===== src/dhb_pkg.sv =====
// shared constants and types for the display host bus controller
package dhb_pkg;
  // protocol-select codes presented on protocol_select_1/0
  localparam logic [1:0] SEL_ENABLE_STROBE = 2'h3;
  localparam logic [1:0] SEL_SPLIT_STROBE = 2'h2;
  localparam logic [1:0] SEL_SERIAL = 2'h0;
  localparam int CLK_PERIOD_NS = 4;
  // bus timing in ns
  localparam int T_CYCLE_NS = 300;
  localparam int T_SETUP_NS = 10;
  localparam int T_RD_LOW_NS = 150;
  localparam int T_WR_LOW_NS = 60;
  localparam int T_HIGH_NS = 60;
  localparam int T_HOLD_NS = 20;
  localparam int T_SCK_HALF_NS = 50;
  // least times round up to whole cycles
  localparam int SETUP_CYC = (T_SETUP_NS + CLK_PERIOD_NS - 1) / CLK_PERIOD_NS;
  localparam int RD_LOW_CYC =
    (T_RD_LOW_NS + CLK_PERIOD_NS - 1) / CLK_PERIOD_NS;
  localparam int WR_LOW_CYC =
    (T_WR_LOW_NS + CLK_PERIOD_NS - 1) / CLK_PERIOD_NS;
  localparam int HIGH_CYC = (T_HIGH_NS + CLK_PERIOD_NS - 1) / CLK_PERIOD_NS;
  localparam int HOLD_CYC = (T_HOLD_NS + CLK_PERIOD_NS - 1) / CLK_PERIOD_NS;
  localparam int SCK_HALF_CYC =
    (T_SCK_HALF_NS + CLK_PERIOD_NS - 1) / CLK_PERIOD_NS;
  localparam int CYCLE_CYC = (T_CYCLE_NS + CLK_PERIOD_NS - 1) / CLK_PERIOD_NS;
  localparam int TIMER_W = 8;
  localparam int BYTE_W = 8;
  localparam int BIT_W = 3;
  // data bus bit positions used in serial mode
  localparam int SER_CLK_BIT = 0;
  localparam int SER_DATA_BIT = 1;
  typedef enum logic [1:0] {
    DHB_MODE_ENABLE,
    DHB_MODE_SPLIT,
    DHB_MODE_SERIAL
  } dhb_mode_t;
endpackage


===== src/dhb_tick.sv =====
// down-counting phase timer giving a one-cycle done pulse
`timescale 1ns/1ps
module dhb_tick (
  input wire logic ref_clk_in,
  input wire logic rst_n_in,
  input wire logic load_in,
  input wire logic [dhb_pkg::TIMER_W-1:0] count_in,
  output logic done_out
);
  typedef struct packed {
    logic [dhb_pkg::TIMER_W-1:0] cnt;
    logic run;
    logic done;
  } dhb_tick_st_t;
  dhb_tick_st_t st_reg;
  dhb_tick_st_t st_next;
  always_comb begin
    st_next = st_reg;
    st_next.done = 1'b0;
    if (load_in) begin
      st_next.cnt = count_in;
      st_next.run = 1'b1;
    end else if (st_reg.run) begin
      if (st_reg.cnt <= dhb_pkg::TIMER_W'(1)) begin
        st_next.run = 1'b0;
        st_next.done = 1'b1;
      end else begin
        st_next.cnt = st_reg.cnt - dhb_pkg::TIMER_W'(1);
      end
    end
  end
  always_ff @(posedge ref_clk_in) begin
    if (!rst_n_in) begin
      st_reg <= '0;
    end else begin
      st_reg <= st_next;
    end
  end
  assign done_out = st_reg.done;
endmodule


===== src/dhb_host.sv =====
// host controller driving the display bus port in any of three modes
// What this block does
// - enable-strobe mode: enable pin high with chip select low starts transfer.
// - enable-strobe mode: direction pin high for read, low for write.
// - split-strobe mode: read strobe low with chip select low reads data.
// - split-strobe mode: write strobe low with chip select low writes data.
// - serial mode: hold enable and direction pins low permanently.
// - parallel modes move one byte per transfer on eight-bit bus.
// - serial mode: data on bus bit 1, clock on bus bit 0.
// - unused bus pins driven low, except bit 2 during a serial transfer.
// - device responds only while chip select is low.
// - two static select inputs choose the host interface mode.
`timescale 1ns/1ps
module dhb_host (
  input wire logic ref_clk_in,
  input wire logic rst_n_in,
  input wire logic [1:0] mode_sel_in,
  input wire logic init_req_in,
  input wire logic req_valid_in,
  input wire logic req_read_in,
  input wire logic req_is_data_in,
  input wire logic [7:0] req_wdata_in,
  output logic req_ready_out,
  output logic rsp_valid_out,
  output logic [7:0] rsp_rdata_out,
  output logic protocol_select_0_out,
  output logic protocol_select_1_out,
  output logic power_on_init_n_out,
  output logic chip_sel_n_out,
  output logic data_cmd_out,
  output logic enable_or_read_out,
  output logic dir_or_write_out,
  output logic [7:0] host_data_bus_out,
  output logic [7:0] host_data_bus_oe_n_out,
  input wire logic [7:0] host_data_bus_in
);
  typedef enum {
    DHB_IDLE, DHB_INIT, DHB_SETUP, DHB_STROBE, DHB_HOLD, DHB_RECOVER,
    DHB_SER_LO, DHB_SER_HI
  } dhb_state_t;
  typedef struct packed {
    dhb_state_t state;
    dhb_pkg::dhb_mode_t mode;
    logic rd;
    logic [7:0] sh;
    logic [dhb_pkg::BIT_W-1:0] bits;
    logic [7:0] sync1;
    logic [7:0] sync2;
    logic ready;
    logic rvalid;
    logic [7:0] rdata;
    logic ps0;
    logic ps1;
    logic init_n;
    logic cs_n;
    logic dc;
    logic en_rd;
    logic dir_wr;
    logic [7:0] dout;
    logic [7:0] oe_n;
  } dhb_host_st_t;
  dhb_host_st_t st_reg;
  dhb_host_st_t st_next;
  logic tmr_load;
  logic [dhb_pkg::TIMER_W-1:0] tmr_count;
  logic tmr_done;
  dhb_tick u_tick (
    .ref_clk_in(ref_clk_in),
    .rst_n_in(rst_n_in),
    .load_in(tmr_load),
    .count_in(tmr_count),
    .done_out(tmr_done)
  );
  function automatic logic [dhb_pkg::TIMER_W-1:0] cyc(input int n);
    cyc = dhb_pkg::TIMER_W'(n);
  endfunction
  // strobe levels that mean "idle" for each mode
  function automatic logic idle_en(input dhb_pkg::dhb_mode_t m);
    idle_en = (m == dhb_pkg::DHB_MODE_SPLIT);
  endfunction
  always_comb begin
    st_next = st_reg;
    tmr_load = 1'b0;
    tmr_count = '0;
    st_next.rvalid = 1'b0;
    st_next.sync1 = host_data_bus_in;
    st_next.sync2 = st_reg.sync1;
    unique case (st_reg.state)
      DHB_IDLE: begin
        st_next.ready = 1'b1;
        if (init_req_in) begin
          st_next.ready = 1'b0;
          st_next.init_n = 1'b0;
          tmr_load = 1'b1;
          tmr_count = cyc(dhb_pkg::CYCLE_CYC);
          st_next.state = DHB_INIT;
        end else if (req_valid_in && st_reg.ready) begin
          st_next.ready = 1'b0;
          st_next.dc = req_is_data_in;
          st_next.cs_n = 1'b0;
          st_next.sh = req_wdata_in;
          st_next.rd = req_read_in &&
            (st_reg.mode != dhb_pkg::DHB_MODE_SERIAL);
          if (st_reg.mode == dhb_pkg::DHB_MODE_SERIAL) begin
            st_next.bits = '0;
            st_next.dout = 8'h00;
            st_next.dout[dhb_pkg::SER_CLK_BIT] = 1'b0;
            st_next.dout[dhb_pkg::SER_DATA_BIT] = req_wdata_in[7];
            st_next.oe_n = 8'h00;
            st_next.oe_n[2] = 1'b1;
            tmr_load = 1'b1;
            tmr_count = cyc(dhb_pkg::SCK_HALF_CYC);
            st_next.state = DHB_SER_LO;
          end else begin
            if (st_reg.mode == dhb_pkg::DHB_MODE_ENABLE) begin
              st_next.dir_wr = req_read_in;
            end
            // release the bus for reads so the device can drive it
            st_next.oe_n = req_read_in ? 8'hFF : 8'h00;
            st_next.dout = req_read_in ? 8'h00 : req_wdata_in;
            tmr_load = 1'b1;
            tmr_count = cyc(dhb_pkg::SETUP_CYC);
            st_next.state = DHB_SETUP;
          end
        end
      end
      DHB_INIT: begin
        if (tmr_done) begin
          st_next.init_n = 1'b1;
          tmr_load = 1'b1;
          tmr_count = cyc(dhb_pkg::CYCLE_CYC);
          st_next.state = DHB_RECOVER;
        end
      end
      DHB_SETUP: begin
        if (tmr_done) begin
          if (st_reg.mode == dhb_pkg::DHB_MODE_ENABLE) begin
            st_next.en_rd = 1'b1;
          end else if (st_reg.rd) begin
            st_next.en_rd = 1'b0;
          end else begin
            st_next.dir_wr = 1'b0;
          end
          tmr_load = 1'b1;
          tmr_count = st_reg.rd ? cyc(dhb_pkg::RD_LOW_CYC) :
            cyc(dhb_pkg::WR_LOW_CYC);
          st_next.state = DHB_STROBE;
        end
      end
      DHB_STROBE: begin
        if (tmr_done) begin
          if (st_reg.rd) begin
            st_next.rdata = st_reg.sync2;
            st_next.rvalid = 1'b1;
          end
          st_next.en_rd = idle_en(st_reg.mode);
          if (st_reg.mode == dhb_pkg::DHB_MODE_SPLIT) begin
            st_next.dir_wr = 1'b1;
          end
          tmr_load = 1'b1;
          tmr_count = cyc(dhb_pkg::HOLD_CYC);
          st_next.state = DHB_HOLD;
        end
      end
      DHB_HOLD: begin
        if (tmr_done) begin
          st_next.cs_n = 1'b1;
          st_next.dir_wr = (st_reg.mode == dhb_pkg::DHB_MODE_SPLIT);
          st_next.dout = 8'h00;
          st_next.oe_n = 8'h00;
          tmr_load = 1'b1;
          tmr_count = cyc(dhb_pkg::HIGH_CYC);
          st_next.state = DHB_RECOVER;
        end
      end
      DHB_SER_LO: begin
        if (tmr_done) begin
          st_next.dout[dhb_pkg::SER_CLK_BIT] = 1'b1;
          tmr_load = 1'b1;
          tmr_count = cyc(dhb_pkg::SCK_HALF_CYC);
          st_next.state = DHB_SER_HI;
        end
      end
      DHB_SER_HI: begin
        if (tmr_done) begin
          st_next.dout[dhb_pkg::SER_CLK_BIT] = 1'b0;
          tmr_load = 1'b1;
          if (st_reg.bits == dhb_pkg::BIT_W'(7)) begin
            tmr_count = cyc(dhb_pkg::HOLD_CYC);
            st_next.state = DHB_HOLD;
          end else begin
            st_next.bits = st_reg.bits + dhb_pkg::BIT_W'(1);
            st_next.sh = {st_reg.sh[6:0], 1'b0};
            st_next.dout[dhb_pkg::SER_DATA_BIT] = st_reg.sh[6];
            tmr_count = cyc(dhb_pkg::SCK_HALF_CYC);
            st_next.state = DHB_SER_LO;
          end
        end
      end
      DHB_RECOVER: begin
        if (tmr_done) begin
          st_next.state = DHB_IDLE;
        end
      end
      default: begin
        st_next.state = DHB_IDLE;
      end
    endcase
    if (st_reg.state == DHB_IDLE && !st_next.cs_n == 1'b0) begin
      // mode is only latched between transfers
      unique case (mode_sel_in)
        dhb_pkg::SEL_ENABLE_STROBE: st_next.mode = dhb_pkg::DHB_MODE_ENABLE;
        dhb_pkg::SEL_SPLIT_STROBE: st_next.mode = dhb_pkg::DHB_MODE_SPLIT;
        default: st_next.mode = dhb_pkg::DHB_MODE_SERIAL;
      endcase
      {st_next.ps1, st_next.ps0} = mode_sel_in;
      if (st_next.mode == dhb_pkg::DHB_MODE_SERIAL) begin
        st_next.en_rd = 1'b0;
        st_next.dir_wr = 1'b0;
      end else begin
        st_next.en_rd = idle_en(st_next.mode);
        st_next.dir_wr = idle_en(st_next.mode);
      end
    end
  end
  always_ff @(posedge ref_clk_in) begin
    if (!rst_n_in) begin
      st_reg <= '0;
      st_reg.state <= DHB_IDLE;
      st_reg.mode <= dhb_pkg::DHB_MODE_SERIAL;
      st_reg.init_n <= 1'b1;
      st_reg.cs_n <= 1'b1;
    end else begin
      st_reg <= st_next;
    end
  end
  assign req_ready_out = st_reg.ready;
  assign rsp_valid_out = st_reg.rvalid;
  assign rsp_rdata_out = st_reg.rdata;
  assign protocol_select_0_out = st_reg.ps0;
  assign protocol_select_1_out = st_reg.ps1;
  assign power_on_init_n_out = st_reg.init_n;
  assign chip_sel_n_out = st_reg.cs_n;
  assign data_cmd_out = st_reg.dc;
  assign enable_or_read_out = st_reg.en_rd;
  assign dir_or_write_out = st_reg.dir_wr;
  assign host_data_bus_out = st_reg.dout;
  assign host_data_bus_oe_n_out = st_reg.oe_n;

  property p_cs_only_busy;
    @(posedge ref_clk_in) disable iff (!rst_n_in)
      st_reg.en_rd && st_reg.mode == dhb_pkg::DHB_MODE_ENABLE
      |-> !st_reg.cs_n;
  endproperty
  a_cs_only_busy: assert property (p_cs_only_busy)
    else $error("enable high without chip select");
  property p_en_strobe;
    @(posedge ref_clk_in) disable iff (!rst_n_in)
      $rose(st_reg.en_rd) && st_reg.mode == dhb_pkg::DHB_MODE_ENABLE
      |-> !st_reg.cs_n;
  endproperty
  a_en_strobe: assert property (p_en_strobe)
    else $error("enable strobe without chip select");
  property p_dir;
    @(posedge ref_clk_in) disable iff (!rst_n_in)
      st_reg.en_rd && st_reg.mode == dhb_pkg::DHB_MODE_ENABLE
      |-> st_reg.dir_wr == st_reg.rd;
  endproperty
  a_dir: assert property (p_dir)
    else $error("direction pin wrong during enable strobe");
  property p_rd_strobe;
    @(posedge ref_clk_in) disable iff (!rst_n_in)
      $fell(st_reg.en_rd) && st_reg.mode == dhb_pkg::DHB_MODE_SPLIT
      |-> !st_reg.cs_n && st_reg.rd && st_reg.oe_n == 8'hFF;
  endproperty
  a_rd_strobe: assert property (p_rd_strobe)
    else $error("read strobe outside a read");
  property p_wr_strobe;
    @(posedge ref_clk_in) disable iff (!rst_n_in)
      $fell(st_reg.dir_wr) && st_reg.mode == dhb_pkg::DHB_MODE_SPLIT
      |-> !st_reg.cs_n && !st_reg.rd && st_reg.oe_n == 8'h00;
  endproperty
  a_wr_strobe: assert property (p_wr_strobe)
    else $error("write strobe outside a write");
  property p_serial_low;
    @(posedge ref_clk_in) disable iff (!rst_n_in)
      st_reg.mode == dhb_pkg::DHB_MODE_SERIAL && st_reg.state != DHB_IDLE
      |-> !st_reg.en_rd && !st_reg.dir_wr;
  endproperty
  a_serial_low: assert property (p_serial_low)
    else $error("strobe pins not low in serial mode");
  property p_ser_clk;
    @(posedge ref_clk_in) disable iff (!rst_n_in)
      $rose(st_reg.dout[0]) && st_reg.mode == dhb_pkg::DHB_MODE_SERIAL
      |-> $stable(st_reg.dout[1]) && !st_reg.cs_n;
  endproperty
  a_ser_clk: assert property (p_ser_clk)
    else $error("serial data moved on clock rise");
  property p_ser_d2;
    @(posedge ref_clk_in) disable iff (!rst_n_in)
      st_reg.mode == dhb_pkg::DHB_MODE_SERIAL && !st_reg.cs_n
      |-> st_reg.oe_n[2] && st_reg.dout[7:2] == 6'h00;
  endproperty
  a_ser_d2: assert property (p_ser_d2)
    else $error("unused bus pins not low in serial mode");
  property p_init;
    @(posedge ref_clk_in) disable iff (!rst_n_in)
      $fell(st_reg.init_n) |-> !st_reg.init_n [*8];
  endproperty
  a_init: assert property (p_init)
    else $error("reset pulse too short");
  property p_rvalid;
    @(posedge ref_clk_in) disable iff (!rst_n_in)
      st_reg.rvalid |-> st_reg.rd && !st_reg.cs_n;
  endproperty
  a_rvalid: assert property (p_rvalid)
    else $error("read answer outside a parallel read");
  c_par_read: cover property (@(posedge ref_clk_in) st_reg.rvalid);
  c_ser_done: cover property (@(posedge ref_clk_in)
    st_reg.state == DHB_SER_HI && st_reg.bits == 3'h7);
  c_split_wr: cover property (@(posedge ref_clk_in)
    $fell(st_reg.dir_wr) && st_reg.mode == dhb_pkg::DHB_MODE_SPLIT);
  c_init: cover property (@(posedge ref_clk_in) $rose(st_reg.init_n));
endmodule


===== config.mk =====
export PLATFORM = sky130hd
export DESIGN_NAME = dhb_host
export DESIGN_NICKNAME = d
export VERILOG_FILES = /design/src/dhb_pkg.sv /design/src/dhb_tick.sv /design/src/dhb_host.sv
export SDC_FILE = /design/constraint.sdc
export NUM_CORES = 1
export LEC_CHECK = 0
export ABC_AREA = 1
export BUFFER_PORTS_ARGS = -buffer_cell sky130_fd_sc_hd__clkbuf_2
export CAP_MARGIN = 30
export CORE_ASPECT_RATIO = 1.4
export CORE_MARGIN = 10
export CORE_UTILIZATION = 60
export DETAILED_ROUTE_END_ITERATION = 7
export PLACE_DENSITY = 0.84
export SLEW_MARGIN = 30
export SYNTH_ARGS = -nofsm -noshare
export SYNTH_HDL_FRONTEND = slang
export SYNTH_SLANG_ARGS = --single-unit

===== constraint.sdc =====
create_clock -name ref_clk_in -period 4.58 [get_ports ref_clk_in]
set_input_delay 0 -clock ref_clk_in [delete_from_list [all_inputs] [get_ports ref_clk_in]]
set_output_delay 0 -clock ref_clk_in [all_outputs]
set_load 0.01 [all_outputs]

==> impl_metrics.yaml, run 1 <==
critical_path:
  crit_fanout: 14
  crit_required_ps: 4870
  crit_path_end: "st_reg[55]"
  crit_start: "st_reg[65]"
  ff2ff_path_depth: 6
  critical_path_class: "reg -> reg"
  critical_path_arrival_ps: 2210
  reg2reg_to: "st_reg[55]"
  reg2reg_slack_ps: 2660
  worstSetupEndpointType: "flop"
  timing.rr.start: "st_reg[65]"
  cp-start-kind: "flop"
synthesis:
  synth_flop_cell: "dfxtp_1"
  ys_ff_latch: 69
  synth_area_leaders: "dfxtp_1 41%, nand2_1 11%, nor2_1 7.5%"
  avgSynthCellArea_um2: 7.13
  syn_nets: 503
  syn-cell-area_um2: 3390
  yosysTopAreaCellShare_pct: 40.8
  postSynthCellCount: 475
  synth-async-reset-ratio_pct: 0
  synth_top_cell_by_area: "dfxtp_1"
  yosysSeqAreaShare_pct: 40.8
  synth_enable_flop_cells: 0
  ys_warn_count: 0
  synth_cell_types: 35
routing:
  vias_per_cell: 5.31
  drc: 0
  drt_first_pass_iters: 5
  wl_per_cell_um: 13.9
  antenna_left: 0
  dr.first_iter.drc_count: 250
  wl_um: 8330
  vias: 3180
final_layout:
  areaGrowthSynthToFinish_pct: 15.7
  largest_reg_flops: 24
  n_antenna_cell: 0
  final_util_pct: 71.4
  final_common_cell: "nand2_1"
  layout_common_cells: "98 x nand2_1, 69 x dfxtp_1, 68 x nor2_1"
  drive_gt1_share_pct: 19.8
  fill_cells: 439
  design_area_um2: 3920
  nets: 554
die:
  dieWidth_um: 83.5
  die_h_um: 109
  row_count: 32
  io_pins: 57
  start_util_pct: 61.7
  core_um2: 5490
  die-area_um2: 9090
pwr:
  irDropWorstVdd_mv: 0.348
  p_sw_share_pct: 43.1
  p_clk_share_pct: 22.4
  fin_total_pwr_mw: 2.30
  intPower_mw: 1.31
  power_density_nw_per_um2: 588
  p_sw_mw: 0.992
  pwr-share-comb_pct: 42.6
  seqPwrFrac_pct: 35.0
  p_leak_nw: 2.00
clock_tree:
  htree_levels: 3
  postCtsSetupBuffers: 0
  cts_tree: "done"
  clock-root-buffer: "clkbuf_8"
  cts_sinks: 69
  clockBufferDepth: 2
  insertion_delay_ps: 360
  clk_pin_slew_ps: 80
  cts_made_buffers: 9
timing:
  finalSetupTns_ps: 0
  fin_crit_sh_pct: 42.0
  rsz0062_at_grt: "false"
  fmax_mhz: 520
  hold_viol_final: 0
  period_needed_ps: 1920
  whs_ps: 6.43
  slew_viol_final: 0
  finalSetupViolCount: 0
  slew_headroom_pct: 66.5
  skew_ps: 13.4
  tightest_slew_ps: 502
global_route:
  grt_max_degree: 55
  grt_pass1_wl_um: 13900
  antenna_found_initial: 0
  grt_overflow: 0
  grt.total_usage_pct: 18.3
  grt_pass1_vias: 3083
place:
  routabilityCongestion: 0.997
  placed_area_um2: 3520
  hpwlAfterDp_um: 5960
  portBuffers: 56
run_status:
  status: "finished, final reports clean"
worst_hold_path:
  hold_path.class: "in -> reg"
job:
  maxCapViolations: 0
==> worst max-delay path, cell delays in order (launching register included) <==
cell and delay [ps]:
dfxtp_1 610, nand2_1 190, nor2_4 300, nand2_2 110, a21oi_4 350, o21ai_0 140
a31oi_1 160
==> kinds of logic after synthesis <==
| kind of cell | share of synthesized area, % |
|---|---|
| AND/OR/NAND/NOR | 28.2 |
| buffers and inverters | 14.0 |
| AO/OA/AOI/OAI | 15.0 |
| flip-flops | 40.8 |
| adder cells (fa/ha/maj) | 1.48 |
| XOR/XNOR | 0.517 |
==> repair_timing <==
action	in CTS	in global routing
setup endpoints to repair	0	0
hold buffers	19	0
resized for setup	0	0
hold endpoints to repair	26	0
==> worst min path at each step <==
stage,startpoint,endpoint,slack (ps),cells past startpoint
5_1_grt,req_read_in,host_data_bus_out[0],30,4
3_3_place_gp,host_data_bus_in[4],st_next[37],180,3
3_5_place_dp,host_data_bus_in[5],st_next[38],190,3
4_1_cts,req_read_in,host_data_bus_out[0],7,4
6_report,req_read_in,host_data_bus_out[0],6,4
2_1_floorplan,host_data_bus_in[0],st_next[33],100,2
==> final cells by class <==
class	instances	area, um2	area share [%]
Clock buffer	10	138	3.51
Clock inverter	6	71.3	1.82
Inverter	62	235	6.00
Multi-Input combinational cell	308	1530	39.0
Sequential cell	69	1380	35.3
Tap cell	68	85.1	2.17
Timing Repair Buffer	76	478	12.2
==> layer usage <==
metal / part of all wire (%) / up-vias / global-route usage (%)
li1: - / 1590 / -
met1: 38 / 1420 / 17.8
met2: 51 / 141 / 33.0
met3: 7.8 / 29 / 6.12
met4: 3.3 / 0 / 11.3
met5: 0 / - / 0
==> power by group through the flow <==
stage	clock (mW)	sequential (mW)	combinational [mW]
2_1_floorplan	0	0.780	0.783
3_3_place_gp	0	0.813	0.933
3_5_place_dp	0	0.815	0.955
4_1_cts	0.518	0.803	0.976
5_1_grt	0.547	0.817	1.11
6_report	0.515	0.806	0.982
==> Yosys cell counts, types with 4 or more instances <==
cell       n
a21oi_1   29
a31oi_1    9
buf_4     25
clkbuf_1   6
dfxtp_1   69
ha_1       4
inv_1     53
inv_2      8
nand2_1   98
nand2_4    5
nand3_1   20
nand4_1    4
nor2_1    68
nor2_2     5
o21ai_0   35
o21ai_1    6
==> metrics by stage <==
step,setup WS (ps),std cells
floorplan,3140,475
global route,2460,599
global placement,2780,564
finish,2660,599
CTS,2660,599
detailed placement,2680,564
Note: power is estimated with default switching activity, not from simulation.
==> run 2, diff against run 1 <==
ABC_AREA = 0   (was 1)
CORE_UTILIZATION = 56   (was 60)
PLACE_DENSITY = 0.79   (was 0.84)
clock period = 1.9 ns   (was 4.58 ns; I/O delays follow)
==> run 2 against run 1 <==
  * Sequential power up 130%
  * Synthesized cell count down 18%
  * Highest routed layer unchanged
  * First-iteration DRC count down 43%
  * Critical endpoint is now u_tick.st_reg[9]
  * Worst hold slack better by 33 ps
  * Clock power rose to 2.7 times the previous value
  * Sequential share of layout area down 1.9 points
==> impl_metrics.yaml, run 2 <==
synthesis:
  yosysTopAreaCellShare_pct: 39.8
  ys_ff_latch: 69
  synth.most_common_cell: "dfxtp_1"
  synth_enable_flop_cells: 0
  syn_nets: 417
  synth_area_leaders: "dfxtp_1 40%, nand2_1 5.4%, mux2i_1 5.2%"
  postSynthCellCount: 389
  yosysSeqAreaShare_pct: 39.8
  synth_top_cell_by_area: "dfxtp_1"
  ys_warn_count: 0
  synth_cell_types: 66
  synth_flop_cell: "dfxtp_1"
  synth-async-reset-ratio_pct: 0
  avgSynthCellArea_um2: 8.92
  netlist_top_cells_count: "69 x dfxtp_1, 50 x nand2_1, 24 x buf_4"
  syn-cell-area_um2: 3470
clock_tree:
  htree_levels: 3
  insertion_delay_ps: 360
  cts_tree: "done"
  clockBufferDepth: 2
  cts_sinks: 69
  cts_made_buffers: 9
  clk_pin_slew_ps: 70
  postCtsSetupBuffers: 0
  clock-root-buffer: "clkbuf_8"
die:
  start_util_pct: 58.4
  core_um2: 5950
  io_pins: 57
  dieWidth_um: 86.5
  row_count: 33
  die-area_um2: 9790
  die_h_um: 113
final_layout:
  layout_common_cells: "68 x dfxtp_1, 56 x clkbuf_2, 50 x nand2_1"
  fill_cells: 457
  final_common_cell: "dfxtp_1"
  drive_gt1_share_pct: 25.3
  areaGrowthSynthToFinish_pct: 19.3
  largest_reg_flops: 24
  nets: 477
  n_antenna_cell: 0
global_route:
  grt.total_usage_pct: 17.9
  grt_overflow: 0
  grt_pass1_wl_um: 14300
  grt_pass1_vias: 2955
  antenna_found_initial: 0
  grt_max_degree: 36
place:
  hpwlAfterDp_um: 6070
  routabilityCongestion: 0.896
  portBuffers: 56
  dp_slack_ps: 50.6
routing:
  dr.first_iter.drc_count: 142
  drt_first_pass_iters: 4
  vias_per_cell: 5.55
  wl_um: 8560
  vias: 2909
  drc: 0
  antenna_left: 0
  wl_per_cell_um: 16.3
timing:
  finalSetupTns_ps: 0
  rsz0062_at_grt: "false"
  fin_crit_sh_pct: 94.7
  period_needed_ps: 1800
  hold_viol_final: 0
  tightest_slew_ps: 645
  skew_ps: 7.55
  slew_headroom_pct: 57.0
  fmax_mhz: 556
  slew_viol_final: 0
  finalSetupViolCount: 0
  setup_ws_ps: 101
critical_path:
  worst_path_largest_cell_delay_ps: 430
  crit_required_ps: 2150
  critical_path_class: "reg -> reg"
  crit_family: "compound AO/OA/AOI/OAI gates"
  crit_fanout: 4
  worst-path-stages: 7
  cp_cell_sequence: "inv_1 -> ha_1 -> o21ba_2 -> a2111oi_4 -> nand2_2 -> xor2_1 -> nor2_2"
  ff2ff_path_depth: 7
  crit_slowest_cell: "a2111oi_4"
  crit_buf_inv: 1
  worstSetupEndpointType: "flop"
  critical_path_arrival_ps: 2050
  cp-start-kind: "flop"
run_status:
  status: "finished, final reports clean"
pwr:
  p_leak_nw: 1.84
  irDropWorstVdd_mv: 0.640
  power_density_nw_per_um2: 1210
job:
  maxCapViolations: 0
worst_hold_path:
  hold_path.class: "in -> reg"
  hold-path-cell-count: 3
-- run 2: cell count changes after synthesis, sizes merged, moves of 6 or more --
cell and change:
nand2 -55, nor2 -55, inv -53, o21ai -30, and2 +22, a21oi -18
mux2i +18, nor2b +16, a21boi +14, a31oi -6, buf +6, nand2b +6
o211a +6
-- run 2: kinds of logic (layout without fill, tap and decap cells) --
kind of cell	after synthesis	in the layout	share of synthesized area, %
simple gates	154	154	24.3
compound gates	85	85	18.5
flops	69	69	39.8
buf+inv	54	119	9.41
mux	19	19	5.52
fa+ha+maj	4	4	1.44
xor+xnor	4	4	1.01
-- run 2: per-layer routing --
metal / global-route usage [%] / part of all wire (%) / up-vias / routed length [um]
met5: 0 / 0 / - / 0
met4: 9.32 / 3.3 / 0 / 280
met3: 5.03 / 5.7 / 27 / 485
met2: 30.4 / 52 / 85 / 4460
met1: 19.5 / 39 / 1340 / 3340
li1: - / - / 1457 / -
-- run 2: worst paths after layout --
check	endpoint	slack, ps	from
min	host_data_bus_oe_n_out[6]	40	req_read_in
max	u_tick.st_reg[9]	100	u_tick.st_reg[3]
max reg2reg	u_tick.st_reg[9]	100	u_tick.st_reg[3]
min reg2reg	st_reg[34]	440	st_next[34]
-- run 2: power by group --
part / internal (mW) / switching (mW) / leakage, nW
sequential: 1.63 / 0.205 / 0.563
clock: 0.759 / 0.609 / 0.115
combinational: 0.797 / 1.02 / 1.16
total: 3.19 / 1.84 / 1.84
-- run 2: final cells by class --
class / instances / area (um2) / share of cell area (%)
Multi-Input combinational cell: 266 / 1770 / 42.9
Sequential cell: 69 / 1380 / 33.4
Timing Repair Buffer: 94 / 633 / 15.3
Clock buffer: 9 / 124 / 2.99
Clock inverter: 7 / 104 / 2.51
Tap cell: 70 / 87.6 / 2.12
Inverter: 9 / 33.8 / 0.816
-- run 2: per-stage QoR --
stage | utilization [%] | instances | total power [mW] | cell area, um2 | hold WS (ps)
after floorplan | - | 389 | 3.11 | 3470 | 127
after global placement | 62.8 | 491 | 3.59 | 3730 | 205
after detailed placement | 62.8 | 491 | 3.62 | 3730 | 212
after CTS | 69.5 | 524 | 5.02 | 4130 | 19.0
after global routing | 69.6 | 524 | 5.32 | 4140 | 63.2
final | 69.6 | 524 | 5.02 | 4140 | 39.1
-- run 2: worst reg2reg max path, cell delays in order (launching register included) --
cell	delay [ps]
dfxtp_1	390
inv_1	90
ha_1	230
o21ba_2	250
a2111oi_4	430
nand2_2	90
xor2_1	170
nor2_2	40
-- run 2: repair_timing --
action | CTS | global route
endpoints found under the setup margin | 0 | 5
hold buffers | 17 | 0
hold endpoints to repair | 18 | 0
gates resized for setup | 0 | 2
